==> config.mk <==
export PLATFORM = sky130hd
export DESIGN_NAME = lfh_loop_frame
export DESIGN_NICKNAME = d
export VERILOG_FILES = /design/src/rtl/lfh_loop_frame.v
export VERILOG_INCLUDE_DIRS = /design/src /design/src/include
export SDC_FILE = /design/constraint.sdc
export NUM_CORES = 1
export LEC_CHECK = 0
export ABC_AREA = 1
export BUFFER_PORTS_ARGS = -buffer_cell sky130_fd_sc_hd__buf_2
export CAP_MARGIN = 20
export CELL_PAD_IN_SITES_DETAIL_PLACEMENT = 1
export CELL_PAD_IN_SITES_GLOBAL_PLACEMENT = 1
export CORE_MARGIN = 1
export CORE_UTILIZATION = 40
export DETAILED_ROUTE_END_ITERATION = 12
export PLACE_DENSITY_LB_ADDON = 0.1
export SYNTH_ARGS = -nofsm -noshare
export SYNTH_HDL_FRONTEND = slang
export SYNTH_SLANG_ARGS = --single-unit
==> constraint.sdc <==
create_clock -name clk_in -period 5.2 [get_ports clk_in]
set_input_delay 1.04 -clock clk_in [delete_from_list [all_inputs] [get_ports clk_in]]
set_output_delay 1.04 -clock clk_in [all_outputs]
set_load 0.01 [all_outputs]
==> src/include/lfh_defs.vh <==
// Function
// - After a full frame is written the block sends it, then flags completion or error.
// - A ready-for-command frame returning instead of a sent command still sets output-ready.
// - A ready-for-command frame returning after a sent command is checked only in its upper six bits.
// - With talker and listener clear, a stray data frame is retransmitted, maybe forever.
// - Returning ready-for-command and auto-address frames are checked; output-ready only on pass.
// - An incremented returning auto-address frame fails the check and sets frame-not-sent.
// - Returning auto-response frames are loaded with frame-available; data frames follow roles.
// - A returning identify frame is compared ignoring its service-request bit.
// - With controller-active set, data and identify frames update service-request-received.
// - Each data byte write sends that byte with the retained control bits.
// - As listener, received data frames load with frame-available; host retransmits by writing.
// - With talker and listener clear, data retransmits; the end frame loads with frame-available.
// - With controller-active set, an identify frame received in the idle state sets frame-not-sent.
// - Address comparison is skipped with talker or listener set; software compares then.
// - A listener non-controller loads every data frame received in the idle state for the host.
// - Sourced data frames are checked on return; errors show as frame-available or not-sent.
// - Outside analyzer mode, a sent command that returns unchanged, async enable included, is followed automatically by a ready frame.
// - Talker and listener both set is analyzer mode: no checks or retransmission.
`ifndef LFH_DEFS_VH
`define LFH_DEFS_VH

// ----------------------------------------
// Register byte offsets
// ----------------------------------------
`define LFH_OFS_STATUS 8'h00
`define LFH_OFS_CTL_W 8'h04
`define LFH_OFS_DATA_W 8'h08
`define LFH_OFS_CTL_R 8'h0c
`define LFH_OFS_DATA_R 8'h10
`define LFH_OFS_ADDR 8'h14

// ----------------------------------------
// Status register fields
// ----------------------------------------
`define LFH_B_LA 0
`define LFH_B_TA 1
`define LFH_B_CA 2
`define LFH_B_OUTPUT_READY_FLAG 3
`define LFH_B_FRAME_AVAILABLE_FLAG 4
`define LFH_B_FRAME_NOT_SENT_FLAG 5
`define LFH_B_SERVICE_REQUEST_RECEIVED_FLAG 6
`define LFH_B_IFCR 7
`define LFH_ROLE_RST 3'h0
`define LFH_FLAG_RST 5'h00
`define LFH_ADDR_RST 8'h00

// ----------------------------------------
// Frame layout and codes
// ----------------------------------------
`define LFH_FRAME_W 11
`define LFH_CTL_DOE_END 1
`define LFH_CTL_SRQ 0
`define LFH_CTL_CMD 3'h4
`define LFH_CTL_RDY 3'h5
`define LFH_RFC_FRAME 11'h500
`define LFH_IFC_DATA 8'h90
`define LFH_ARG_TAG 2'h1
`define LFH_AAG_TAG 3'h4
`define LFH_LAD_TAG 3'h1
`define LFH_TAD_TAG 3'h2
`define LFH_ADDR_ALL 5'h1f

`endif

==> src/rtl/lfh_loop_frame.v <==
// Local design decisions: the Wishbone slave port and the register addresses.
`timescale 1ns/1ns
`include "lfh_defs.vh"
module lfh_loop_frame #(
	parameter FW = `LFH_FRAME_W
) (
	input wire clk_in,
	input wire srst_in,
	input wire wb_cyc_in,
	input wire wb_stb_in,
	input wire wb_we_in,
	input wire [7:0] wb_adr_in,
	input wire [3:0] wb_sel_in,
	input wire [31:0] wb_dat_in,
	output wire [31:0] wb_dat_out,
	output wire wb_ack_out,
	input wire [FW-1:0] loop_rx_frame_in,
	input wire loop_rx_valid_in,
	output wire [FW-1:0] loop_tx_frame_out,
	output wire loop_tx_valid_out,
	input wire loop_tx_ready_in
);

localparam ST_IDLE = 2'h0;
localparam ST_WAIT = 2'h1;
localparam ST_WRFC = 2'h2;

// ----------------------------------------
// State
// ----------------------------------------
reg ack_ff;
reg [31:0] rdat_ff;
reg [2:0] role_ff;
reg [2:0] ctl_w_ff;
reg [7:0] addr_ff;
reg [FW-1:0] rd_frame_ff;
reg [FW-1:0] sent_ff;
reg [FW-1:0] tx_frame_ff;
reg tx_pend_ff;
reg [1:0] st_ff;
reg output_ready_flag_ff, frame_available_flag_ff, frame_not_sent_flag_ff, service_request_received_flag_ff, ifcr_ff;

reg [FW-1:0] nxt_rd_frame;
reg [FW-1:0] nxt_sent;
reg [FW-1:0] nxt_tx_frame;
reg nxt_tx_pend;
reg [1:0] nxt_st;
reg nxt_output_ready_flag, nxt_frame_available_flag, nxt_frame_not_sent_flag, nxt_service_request_received_flag, nxt_ifcr;

// ----------------------------------------
// Bus decode
// ----------------------------------------
wire req = wb_cyc_in & wb_stb_in;
wire wr_go = req & wb_we_in & ack_ff & wb_sel_in[0];
wire wr_stat = wr_go & (wb_adr_in == `LFH_OFS_STATUS);
wire wr_ctl = wr_go & (wb_adr_in == `LFH_OFS_CTL_W);
wire wr_data = wr_go & (wb_adr_in == `LFH_OFS_DATA_W);
wire wr_addr = wr_go & (wb_adr_in == `LFH_OFS_ADDR);

wire la = role_ff[`LFH_B_LA];
wire ta = role_ff[`LFH_B_TA];
wire ca = role_ff[`LFH_B_CA];
wire analyzer = ta & la;
wire idle_role = ~ta & ~la;

// ----------------------------------------
// Frame classification
// ----------------------------------------
wire [2:0] rc = loop_rx_frame_in[FW-1:FW-3];
wire [7:0] rd = loop_rx_frame_in[7:0];
wire [2:0] sc = sent_ff[FW-1:FW-3];
wire [7:0] sd = sent_ff[7:0];
wire r_doe = ~rc[2];
wire r_end = r_doe & rc[`LFH_CTL_DOE_END];
wire r_cmd = (rc == `LFH_CTL_CMD);
wire r_rdy = (rc == `LFH_CTL_RDY);
wire r_idy = rc[2] & rc[1];
localparam [FW-1:0] RFC_FULL = `LFH_RFC_FRAME;
localparam [2:0] SRQ_KEEP = ~(3'h1 << `LFH_CTL_SRQ);
wire r_rfc = (loop_rx_frame_in[FW-1:FW-6] == RFC_FULL[FW-1:FW-6]);
wire r_ifc = r_cmd & (rd == `LFH_IFC_DATA);
wire r_lad = r_cmd & (rd[7:5] == `LFH_LAD_TAG);
wire adr_hit = (rd[4:0] == addr_ff[4:0]) | (rd[4:0] == `LFH_ADDR_ALL);
wire r_mine = r_lad & adr_hit & idle_role;

// ----------------------------------------
// Sent frame classification
// ----------------------------------------
wire s_doe = ~sc[2];
wire s_cmd = (sc == `LFH_CTL_CMD);
wire s_rdy = (sc == `LFH_CTL_RDY);
wire s_idy = sc[2] & sc[1];
wire s_rfc = (sent_ff == RFC_FULL);
wire s_aag = s_rdy & (sd[7:5] == `LFH_AAG_TAG);
wire s_arg = s_rdy & (sd[7:6] == `LFH_ARG_TAG);
wire rx_same = (loop_rx_frame_in == sent_ff);
wire rx_same_idy = ((rc & SRQ_KEEP) == (sc & SRQ_KEEP)) & (rd == sd);

// ----------------------------------------
// Flag clears
// ----------------------------------------
// Flag set wins over a clear in the same cycle
wire tx_acc = tx_pend_ff & loop_tx_ready_in;
wire rd_go = req & ~wb_we_in & ack_ff;
wire rd_data = rd_go & (wb_adr_in == `LFH_OFS_DATA_R);
wire clr_output_ready_flag = (wr_stat & wb_dat_in[`LFH_B_OUTPUT_READY_FLAG]) | wr_data;
wire clr_frame_available_flag = (wr_stat & wb_dat_in[`LFH_B_FRAME_AVAILABLE_FLAG]) | wr_data | rd_data;
wire clr_frame_not_sent_flag = (wr_stat & wb_dat_in[`LFH_B_FRAME_NOT_SENT_FLAG]) | wr_data;
wire clr_service_request_received_flag = wr_stat & wb_dat_in[`LFH_B_SERVICE_REQUEST_RECEIVED_FLAG];
wire clr_ifcr = wr_stat & wb_dat_in[`LFH_B_IFCR];

// ----------------------------------------
// Status word
// ----------------------------------------
wire [31:0] status_word = {24'h0, ifcr_ff, service_request_received_flag_ff, frame_not_sent_flag_ff,
	frame_available_flag_ff, output_ready_flag_ff, role_ff};
reg [31:0] nxt_rdat;

// ----------------------------------------
// Outputs
// ----------------------------------------
assign wb_ack_out = ack_ff;
assign wb_dat_out = rdat_ff;
assign loop_tx_frame_out = tx_frame_ff;
assign loop_tx_valid_out = tx_pend_ff;

// ----------------------------------------
// Frame handling
// ----------------------------------------
// Own frame returns are judged against the copy in sent_ff
always @* begin
	nxt_rd_frame = rd_frame_ff;
	nxt_sent = sent_ff;
	nxt_tx_frame = tx_frame_ff;
	nxt_tx_pend = tx_pend_ff & ~tx_acc;
	nxt_st = st_ff;
	nxt_output_ready_flag = output_ready_flag_ff & ~clr_output_ready_flag;
	nxt_frame_available_flag = frame_available_flag_ff & ~clr_frame_available_flag;
	nxt_frame_not_sent_flag = frame_not_sent_flag_ff & ~clr_frame_not_sent_flag;
	nxt_service_request_received_flag = service_request_received_flag_ff & ~clr_service_request_received_flag;
	nxt_ifcr = ifcr_ff & ~clr_ifcr;
	if (loop_rx_valid_in) begin
		if (ca & (r_doe | r_idy)) begin
			nxt_service_request_received_flag = rc[`LFH_CTL_SRQ];
		end
		if (r_ifc) begin
			nxt_ifcr = 1'b1;
		end
		if (analyzer) begin
			nxt_rd_frame = loop_rx_frame_in;
			nxt_frame_available_flag = 1'b1;
			nxt_st = ST_IDLE;
		end else begin
			case (st_ff)
			ST_WAIT: begin
				if (s_cmd) begin
					if (r_rfc) begin
						nxt_output_ready_flag = 1'b1;
						nxt_st = ST_IDLE;
					end else if (rx_same) begin
						nxt_tx_frame = RFC_FULL;
						nxt_sent = RFC_FULL;
						nxt_tx_pend = 1'b1;
						nxt_st = ST_WRFC;
					end else if (r_doe & idle_role) begin
						nxt_tx_frame = loop_rx_frame_in;
						nxt_tx_pend = 1'b1;
					end else begin
						nxt_frame_not_sent_flag = 1'b1;
						nxt_st = ST_IDLE;
					end
				end else if (s_rfc | s_aag) begin
					if (rx_same) begin
						nxt_output_ready_flag = 1'b1;
						nxt_st = ST_IDLE;
					end else if (r_doe & idle_role) begin
						nxt_tx_frame = loop_rx_frame_in;
						nxt_tx_pend = 1'b1;
					end else begin
						nxt_frame_not_sent_flag = 1'b1;
						nxt_st = ST_IDLE;
					end
				end else if (s_arg) begin
					if (r_rdy) begin
						nxt_rd_frame = loop_rx_frame_in;
						nxt_frame_available_flag = 1'b1;
						nxt_st = ST_IDLE;
					end else if (r_doe & la) begin
						nxt_rd_frame = loop_rx_frame_in;
						nxt_frame_available_flag = 1'b1;
						nxt_st = ST_IDLE;
					end else if (r_doe & idle_role) begin
						nxt_tx_frame = loop_rx_frame_in;
						nxt_tx_pend = 1'b1;
					end else begin
						nxt_frame_not_sent_flag = 1'b1;
						nxt_st = ST_IDLE;
					end
				end else if (s_idy) begin
					if (rx_same_idy) begin
						nxt_output_ready_flag = 1'b1;
					end else begin
						nxt_frame_not_sent_flag = 1'b1;
					end
					nxt_st = ST_IDLE;
				end else if (s_doe) begin
					if (rx_same) begin
						nxt_output_ready_flag = 1'b1;
					end else if (r_doe & la) begin
						nxt_rd_frame = loop_rx_frame_in;
						nxt_frame_available_flag = 1'b1;
					end else begin
						nxt_frame_not_sent_flag = 1'b1;
					end
					nxt_st = ST_IDLE;
				end else begin
					if (rx_same) begin
						nxt_output_ready_flag = 1'b1;
					end else begin
						nxt_frame_not_sent_flag = 1'b1;
					end
					nxt_st = ST_IDLE;
				end
			end
			ST_WRFC: begin
				if (r_rfc) begin
					nxt_output_ready_flag = 1'b1;
					nxt_st = ST_IDLE;
				end else if (r_doe & idle_role) begin
					nxt_tx_frame = loop_rx_frame_in;
					nxt_tx_pend = 1'b1;
				end else begin
					nxt_frame_not_sent_flag = 1'b1;
					nxt_st = ST_IDLE;
				end
			end
			default: begin
				if (r_doe & la) begin
					nxt_rd_frame = loop_rx_frame_in;
					nxt_frame_available_flag = 1'b1;
				end else if (r_end & idle_role) begin
					nxt_rd_frame = loop_rx_frame_in;
					nxt_frame_available_flag = 1'b1;
				end else if (r_idy & ca) begin
					nxt_frame_not_sent_flag = 1'b1;
				end else if (r_mine) begin
					nxt_rd_frame = loop_rx_frame_in;
					nxt_frame_available_flag = 1'b1;
				end else if (~tx_pend_ff) begin
					// Only one frame is held, a second one is dropped
					nxt_tx_frame = loop_rx_frame_in;
					nxt_tx_pend = 1'b1;
				end
			end
			endcase
		end
	end
	// A host write wins over a retransmit in the same cycle
	if (wr_data) begin
		nxt_tx_frame = {ctl_w_ff, wb_dat_in[7:0]};
		nxt_sent = {ctl_w_ff, wb_dat_in[7:0]};
		nxt_tx_pend = 1'b1;
		nxt_st = ST_WAIT;
	end
end

// ----------------------------------------
// Read mux
// ----------------------------------------
always @* begin
	nxt_rdat = 32'h0;
	case (wb_adr_in)
	`LFH_OFS_STATUS: begin
		nxt_rdat = status_word;
	end
	`LFH_OFS_CTL_W: begin
		nxt_rdat = {29'h0, ctl_w_ff};
	end
	`LFH_OFS_CTL_R: begin
		nxt_rdat = {29'h0, rd_frame_ff[FW-1:FW-3]};
	end
	`LFH_OFS_DATA_R: begin
		nxt_rdat = {24'h0, rd_frame_ff[7:0]};
	end
	`LFH_OFS_ADDR: begin
		nxt_rdat = {24'h0, addr_ff};
	end
	default: begin
		nxt_rdat = 32'h0;
	end
	endcase
end

// ----------------------------------------
// Host registers
// ----------------------------------------
always @(posedge clk_in) begin
	if (srst_in) begin
		ack_ff <= 1'b0;
		rdat_ff <= 32'h0;
		role_ff <= `LFH_ROLE_RST;
		ctl_w_ff <= 3'h0;
		addr_ff <= `LFH_ADDR_RST;
	end else begin
		// Writes land on the edge where ack is seen high
		ack_ff <= req & ~ack_ff;
		if (req & ~ack_ff) begin
			rdat_ff <= nxt_rdat;
		end
		if (wr_stat) begin
			role_ff <= wb_dat_in[`LFH_B_CA:`LFH_B_LA];
		end
		if (wr_ctl) begin
			ctl_w_ff <= wb_dat_in[2:0];
		end
		if (wr_addr) begin
			addr_ff <= wb_dat_in[7:0];
		end
	end
end

// ----------------------------------------
// Frame registers
// ----------------------------------------
always @(posedge clk_in) begin
	if (srst_in) begin
		rd_frame_ff <= {FW{1'b0}};
		sent_ff <= {FW{1'b0}};
		tx_frame_ff <= {FW{1'b0}};
		tx_pend_ff <= 1'b0;
		st_ff <= ST_IDLE;
		{output_ready_flag_ff, frame_available_flag_ff, frame_not_sent_flag_ff, service_request_received_flag_ff, ifcr_ff} <= `LFH_FLAG_RST;
	end else begin
		rd_frame_ff <= nxt_rd_frame;
		sent_ff <= nxt_sent;
		tx_frame_ff <= nxt_tx_frame;
		tx_pend_ff <= nxt_tx_pend;
		st_ff <= nxt_st;
		output_ready_flag_ff <= nxt_output_ready_flag;
		frame_available_flag_ff <= nxt_frame_available_flag;
		frame_not_sent_flag_ff <= nxt_frame_not_sent_flag;
		service_request_received_flag_ff <= nxt_service_request_received_flag;
		ifcr_ff <= nxt_ifcr;
	end
end

endmodule

=== Word-level counts from Yosys, hierarchy flattened ===
Cells that the tools add are included.

* Word-level logic and storage cells: 255
* Bits in registers: 88
* Output and inout port bits: 45
* Input bits: 62

* Mux-type cells: 124
* Equality and inequality tests: 42
* Reduce and logical (&&, ||, !) cells: 14
* Bitwise gates (word level): 59

{| class="wikitable"
|+ Operators by type and width
! operator !! number
|-
| $mux W11 || 38
|-
| $mux W1 || 67
|-
| $pmux W11 S2 || 2
|-
| $and A1 B1 Y1 || 41
|-
| $pmux W8 S5 || 1
|-
| $mux W2 || 11
|-
| $ne A5 B5 Y1 const B || 4
|-
| $eq A8 B4 Y1 const B || 2
|-
| $eq A8 B5 Y1 const B || 2
|-
| $ne A4 B2 Y1 const B || 4
|-
| $ne A4 B4 Y1 const B || 4
|-
| $eq A3 B3 Y1 const B || 5
|-
| $reduce_and A13 Y1 || 1
|-
| $eq A11 B11 Y1 || 1
|-
| $eq A11 B11 Y1 const B || 1
|-
| $not A1 Y1 || 11
|-
| $ne A3 B3 Y1 const B || 3
|-
| $reduce_and A9 Y1 || 1
|-
| $eq A8 B3 Y1 const B || 1
|-
| $eq A8 B8 Y1 || 1
|-
| $eq A8 B8 Y1 const B || 1
|-
| $logic_not A8 Y1 || 1
|-
| $pmux W1 S2 || 4
|-
| $reduce_bool A2 Y1 || 4
|-
| other kinds (18) || 28
|}

=== Logic depth before layout (Yosys ltp) ===
* Depth after elaboration: 20
* Mapped depth: 14
* Gate-level depth less buffers: 14

=== Least setup slack after synthesis ===
OpenSTA, ideal clock, no wires.

* Kind: in2reg
* Start: input port loop_rx_frame_in[9]
* End: register rd_frame_ff[6]
* Required time: 5.088 ns
* Setup time: 0.112 ns
* Path slack: 2.713 ns
* Stages on the path: 13
* Path buffers: 2
* Arrival time: 2.375 ns
* Cells stage by stage: buf_6 xnor2_1 nand2_1 nor2_2 nand3_4 inv_4 o21ai_2 or2_4 nand3_4 buf_12 nand2_1 nand2_1 nor2_1

* Longest elaborated chain between the ends: 7
* Elaborated cells on any way between the ends: 22
* Classes of those cells: eq/ne (5); mux (8); bitwise (7); reduce/logical (2)

{| class="wikitable"
|+ RTL lines
! what !! line !! text
|-
| start: declaration || lfh_loop_frame.v:17 || <nowiki>input wire [FW-1:0] loop_rx_frame_in,</nowiki>
|-
| $eq A3 B3 Y1 (no line) || -- ||
|-
| $mux W11 || lfh_loop_frame.v:184 || <nowiki>if (r_rdy) begin</nowiki>
|-
| $mux W11 || lfh_loop_frame.v:183 || <nowiki>end else if (s_arg) begin</nowiki>
|-
| $mux W11 || lfh_loop_frame.v:172 || <nowiki>end else if (s_rfc | s_aag) begin</nowiki>
|-
| $mux W11 || lfh_loop_frame.v:156 || <nowiki>if (s_cmd) begin</nowiki>
|-
| $pmux W11 S2 || lfh_loop_frame.v:154 || <nowiki>case (st_ff)</nowiki>
|-
| $mux W11 || lfh_loop_frame.v:149 || <nowiki>if (analyzer) begin</nowiki>
|-
| end signal: assignment || lfh_loop_frame.v:327 || <nowiki>rd_frame_ff <= {FW{1'b0}};</nowiki>
|-
| end signal: assignment || lfh_loop_frame.v:334 || <nowiki>rd_frame_ff <= nxt_rd_frame;</nowiki>
|-
| end: declaration || lfh_loop_frame.v:36 || <nowiki>reg [FW-1:0] rd_frame_ff;</nowiki>
|}

Parallel ways exist; a longest one is shown, timed or not. The select of a mux whose other input is x is not followed.
A chain may end at the register's enable or synchronous reset.

=== Worst setup path in the final report ===
* Start: input port loop_rx_frame_in[10]
* End: register tx_frame_ff[3] (netlist: loop_tx_frame_out[3])

* Longest elaborated chain between the ends: 12
* Elaborated cells on any way between the ends: 38
* Classes of those cells: eq/ne (13); mux (14); bitwise (10); reduce/logical (1)

{| class="wikitable"
|+ RTL lines
! what !! line !! text
|-
| $not A1 Y1 || lfh_loop_frame.v:73 || <nowiki>wire r_doe = ~rc[2];</nowiki>
|-
| $and A1 B1 Y1 || -- ||
|-
| $mux W11 (5 in series) || -- ||
|-
| $mux W11 || lfh_loop_frame.v:156 ||
|-
| $pmux W11 S2 || lfh_loop_frame.v:154 ||
|-
| $mux W11 || lfh_loop_frame.v:149 ||
|-
| $mux W11 || lfh_loop_frame.v:142 || <nowiki>if (loop_rx_valid_in) begin</nowiki>
|-
| $mux W11 || lfh_loop_frame.v:259 || <nowiki>if (wr_data) begin</nowiki>
|-
| end signal: assignment || lfh_loop_frame.v:329 || <nowiki>tx_frame_ff <= {FW{1'b0}};</nowiki>
|-
| end signal: assignment || lfh_loop_frame.v:336 || <nowiki>tx_frame_ff <= nxt_tx_frame;</nowiki>
|-
| end: declaration || lfh_loop_frame.v:38 || <nowiki>reg [FW-1:0] tx_frame_ff;</nowiki>
|}

Parallel ways exist; a longest one is shown, timed or not. The select of a mux whose other input is x is not followed.

==> summary by stage <==
Logic synthesis
The synthesized netlist devotes 20.42% of its cell area to compound gates. The number of library cell types mapped by synthesis is 46. The parity-gate share of the synthesized area counting xor and xnor cells is 1.830%.

In the synthesized netlist, mux cells make up 0% of the area. Counting flops and latches in the post-synthesis netlist gives 64. The Yosys step of the flow raised 0 warnings. The most used flip-flop cell after synthesis is sky130_fd_sc_hd__dfxtp_1.

The simple logic cell fraction of the synthesized area is 33.20%. The synthesized design contains 0 enable-type register cells. The synthesized-area fraction occupied by adder cells is 0.5809%. The number of instances in the synthesized netlist is 675. The share of async-settable or async-resettable flops after synthesis is 0%. The area of the mapped netlist is 0.004308 mm2. The share of synthesized area occupied by flip-flops and latches is 29.74%. By area, the combinational part of the netlist is dominated by simple AND/OR/NAND/NOR gates. A synthesized cell averages 6.382 um2.

Setup path
The signal on the critical path passes through buf_2, inv_2, nor2_2, nand2_2, nor3_4, inv_1, nor2_1, o21ai_1, nand4_2, nand2_2, inv_2, nor2_1, nor2_2. The family with the most delay on the worst path is simple AND/OR/NAND/NOR gates. The buffering stage count on the worst path with inverters included is 4. Of all nets on the critical path, the largest fanout is 12.

At the worst endpoint, the required time is 5.49 ns. The critical path class is input pin to register. The worst setup path is captured at a register. The library cell contributing the largest single delay on the critical path is sky130_fd_sc_hd__inv_2. In this design, the stage delay of the slowest critical-path cell is 0.25 ns. The type of origin of the critical path is an input pin. The signal arrival time at the worst endpoint is 3.01 ns.

Worst hold path
The path class of the lowest-slack min-delay path is register to register.

Layout
The library cell used most frequently in the layout, excluding fill and tap cells, is sky130_fd_sc_hd__nand2_1. The library cells used most frequently in the layout, excluding fill and tap cells, are sky130_fd_sc_hd__nand2_1, sky130_fd_sc_hd__inv_1, sky130_fd_sc_hd__nor2_1. The filler cells instantiated in the layout total 1449.

The fraction of the core area covered by cells at the end of the flow is 46.14%. Across the whole layout, storage elements account for 0.001281 mm2. Summing all non-filler instances in the final layout gives an area of 0.004785 mm2. For this run, the post-layout net count is 789. The number of diodes is 0. The finished layout holds 865 standard cells, fillers aside. Compared with the post-synthesis result, the final layout area differs by 11.07%.

The footprint of the multi-input gates is 0.002504 mm2. Cells with a size suffix above 1 make up 17.83% of the layout.

Timing
Across all hold checks on the routed design, the worst slack comes to 0.4618 ns. The clock arrives with 0.004444 ns of skew. The count of final hold-check violations is 0. Of the available clock period, the critical path in the final layout requires 52.41%. The count of endpoints failing setup in the final report is 0. The max-slew violation total from the final report is 0.

The highest clock rate is 0.3670 GHz. The clock period minus worst slack is 2.725 ns. The slew at the pin closest to its max-slew limit is 1.046 ns. Setup repair after global routing left no endpoint under its margin. The worst slew margin relative to its limit is 30.17%. Setup total negative slack on the finished layout was measured at 0 ns.

Die
The die footprint is 0.01119 mm2. The height of the die is 105.8 um. The top-level I/O count is 107. The effective utilization at floorplan is 41.54%. In this run the standard cell core region covers 0.01037 mm2.

The count of standard-cell rows is 37. The die is 105.8 um wide.

Power
The standby leakage power is 2.178 nW. The worst-case IR drop observed on VDD is 113.7 uV. Power spread over the standard cell area amounts to 238.5 mW/mm2.

Global route
Entering global routing, the biggest net connects 32 pins. Global routing used 26.33% of the available tracks. The number of global-route vias before repair came to 4489. The first global-routing pass estimated 22.60 mm of wire. The initial antenna violation count is 0. Summed over all layers, the global routing overflow is 0.

Clock network
The clock tree from TritonCTS is yes. The post-cts hold buffer count is 0. The clock tree synthesis step divided the H-tree into 3 levels. After clock tree synthesis, the repair step resized 0 gates. The longest clock path from root to sink contains 2 buffers.

The CTS sink count is 64. Buffers added to address setup during post-CTS repair amount to 0. Clock-pin slew was measured on the worst setup and hold paths at 0.07 ns.

Counting the buffers created by CTS gives 9. The root buffer selected by CTS is sky130_fd_sc_hd__clkbuf_8. The clock network latency to the later pin of the worst-skew pair is 0.35 ns.

Detailed routing
After detailed routing, the wire length on met1 is 6.401 mm. The highest metal layer with signal wires is met4. For this run, design rule violations remaining after detail routing come to 0. The total vias in the final route is 4542. The first detailed-routing pass took 7 iterations. Detailed routing placed a total of 542 um of wire on met3.

The final wirelength is 14.15 mm. The number of routed nets with antenna violations is 0. The count of routing violations after the opening detailed-route iteration is 172.

The vias per cell is 5.251. After detailed routing, the average wire length per cell comes to 16.35 um. The length of routed met2 wiring is 7.016 mm.

Place
The placed instances occupy a cell area of 0.004578 mm2. Including well taps, the total number of placed cells is 850. The global placement routability congestion is 0.8783. The HPWL after detailed placement is 11.03 mm. The number of buffers added on ports is 55.

Run
The number of max-cap violations is 0.

Outcome
The run finished with clean final reports.
## worst min-delay path, delay by kind of cell, from the launching register on
kind | cells | cell delay, ns
DFF | 1 | 0.30
buffers and inverters | 1 | 0.06
AOI/OAI and AO/OA | 1 | 0.06
## kinds of logic (layout without fill, tap and decap cells)
family / after synthesis / after routing
and+or+nand+nor: 320 / 320
DFF: 64 / 64
AOI/OAI and AO/OA: 150 / 150
adders and majority gates: 2 / 2
other: 1 / 24
buffers and inverters: 129 / 160
xor gates and xnor gates: 9 / 9
## cells in the mapped netlist (5+ instances only)
| master | n | area [um2] |
|---|---|---|
| sky130_fd_sc_hd__buf_4 | 24 | 180.2 |
| sky130_fd_sc_hd__clkbuf_1 | 11 | 41.29 |
| sky130_fd_sc_hd__inv_1 | 77 | 289.0 |
| sky130_fd_sc_hd__nand2_1 | 172 | 645.6 |
| sky130_fd_sc_hd__inv_2 | 7 | 26.28 |
| sky130_fd_sc_hd__o21bai_2 | 10 | 112.6 |
| sky130_fd_sc_hd__a21oi_1 | 56 | 280.3 |
| sky130_fd_sc_hd__nor2_1 | 68 | 255.2 |
| sky130_fd_sc_hd__nand3_1 | 29 | 145.1 |
| sky130_fd_sc_hd__o22ai_1 | 5 | 31.28 |
| sky130_fd_sc_hd__dfxtp_1 | 64 | 1281 |
| sky130_fd_sc_hd__nand4_1 | 5 | 31.28 |
| sky130_fd_sc_hd__nor2_2 | 23 | 143.9 |
| sky130_fd_sc_hd__xnor2_1 | 6 | 52.55 |
| sky130_fd_sc_hd__o21ai_0 | 58 | 290.3 |
## layer usage
layer | vias to the layer above | track usage [%]
met4 | 0 | 7.738
met2 | 97 | 46.22
li1 | 2222 | -
met1 | 2204 | 32.56
met5 | - | 0
met3 | 19 | 4.886
## sequential cells by signal (all words and copies together), names as in the netlist, 2 cells and up
register / count
loop_tx_frame_out: 11
rd_frame_ff: 11
sent_ff: 11
addr_ff: 8
wb_dat_out: 8
ctl_w_ff: 3
role_ff: 3
st_ff: 2
## per-stage QoR
step / setup slack, ns / total power [mW]
global route: 2.274 / 1.190
global placement: 2.216 / 0.6794
floorplan: 2.713 / 0.6418
detailed placement: 2.121 / 0.6869
CTS: 2.488 / 1.148
finish: 2.475 / 1.141
## path summary, 6_finish.rpt
check	from	end	slack (ns)	cells past startpoint
hold reg to reg	addr_ff[6]	addr_ff[6]	0.46	2
setup reg to reg	st_ff[0]	loop_tx_frame_out[3]	2.62	12
hold / removal	addr_ff[6]	addr_ff[6]	0.46	2
setup / recovery	loop_rx_frame_in[10]	loop_tx_frame_out[3]	2.47	13
## final cells by class
cell class | instances | share of cell area, %
inverters | 88 | 6.956
well taps | 136 | 3.556
multi-input cells | 505 | 52.33
repair buffers | 57 | 6.067
clock inverters | 2 | 0.7845
clock buffers | 13 | 3.530
flip-flops and latches | 64 | 26.78
## power by group
group          leakage, nW  switching [mW]  internal (mW)
registers            0.520          0.0100          0.505
logic                 1.56           0.109         0.0520
clock network        0.102           0.206          0.259
No activity file was read; power rests on OpenSTA's default activity.
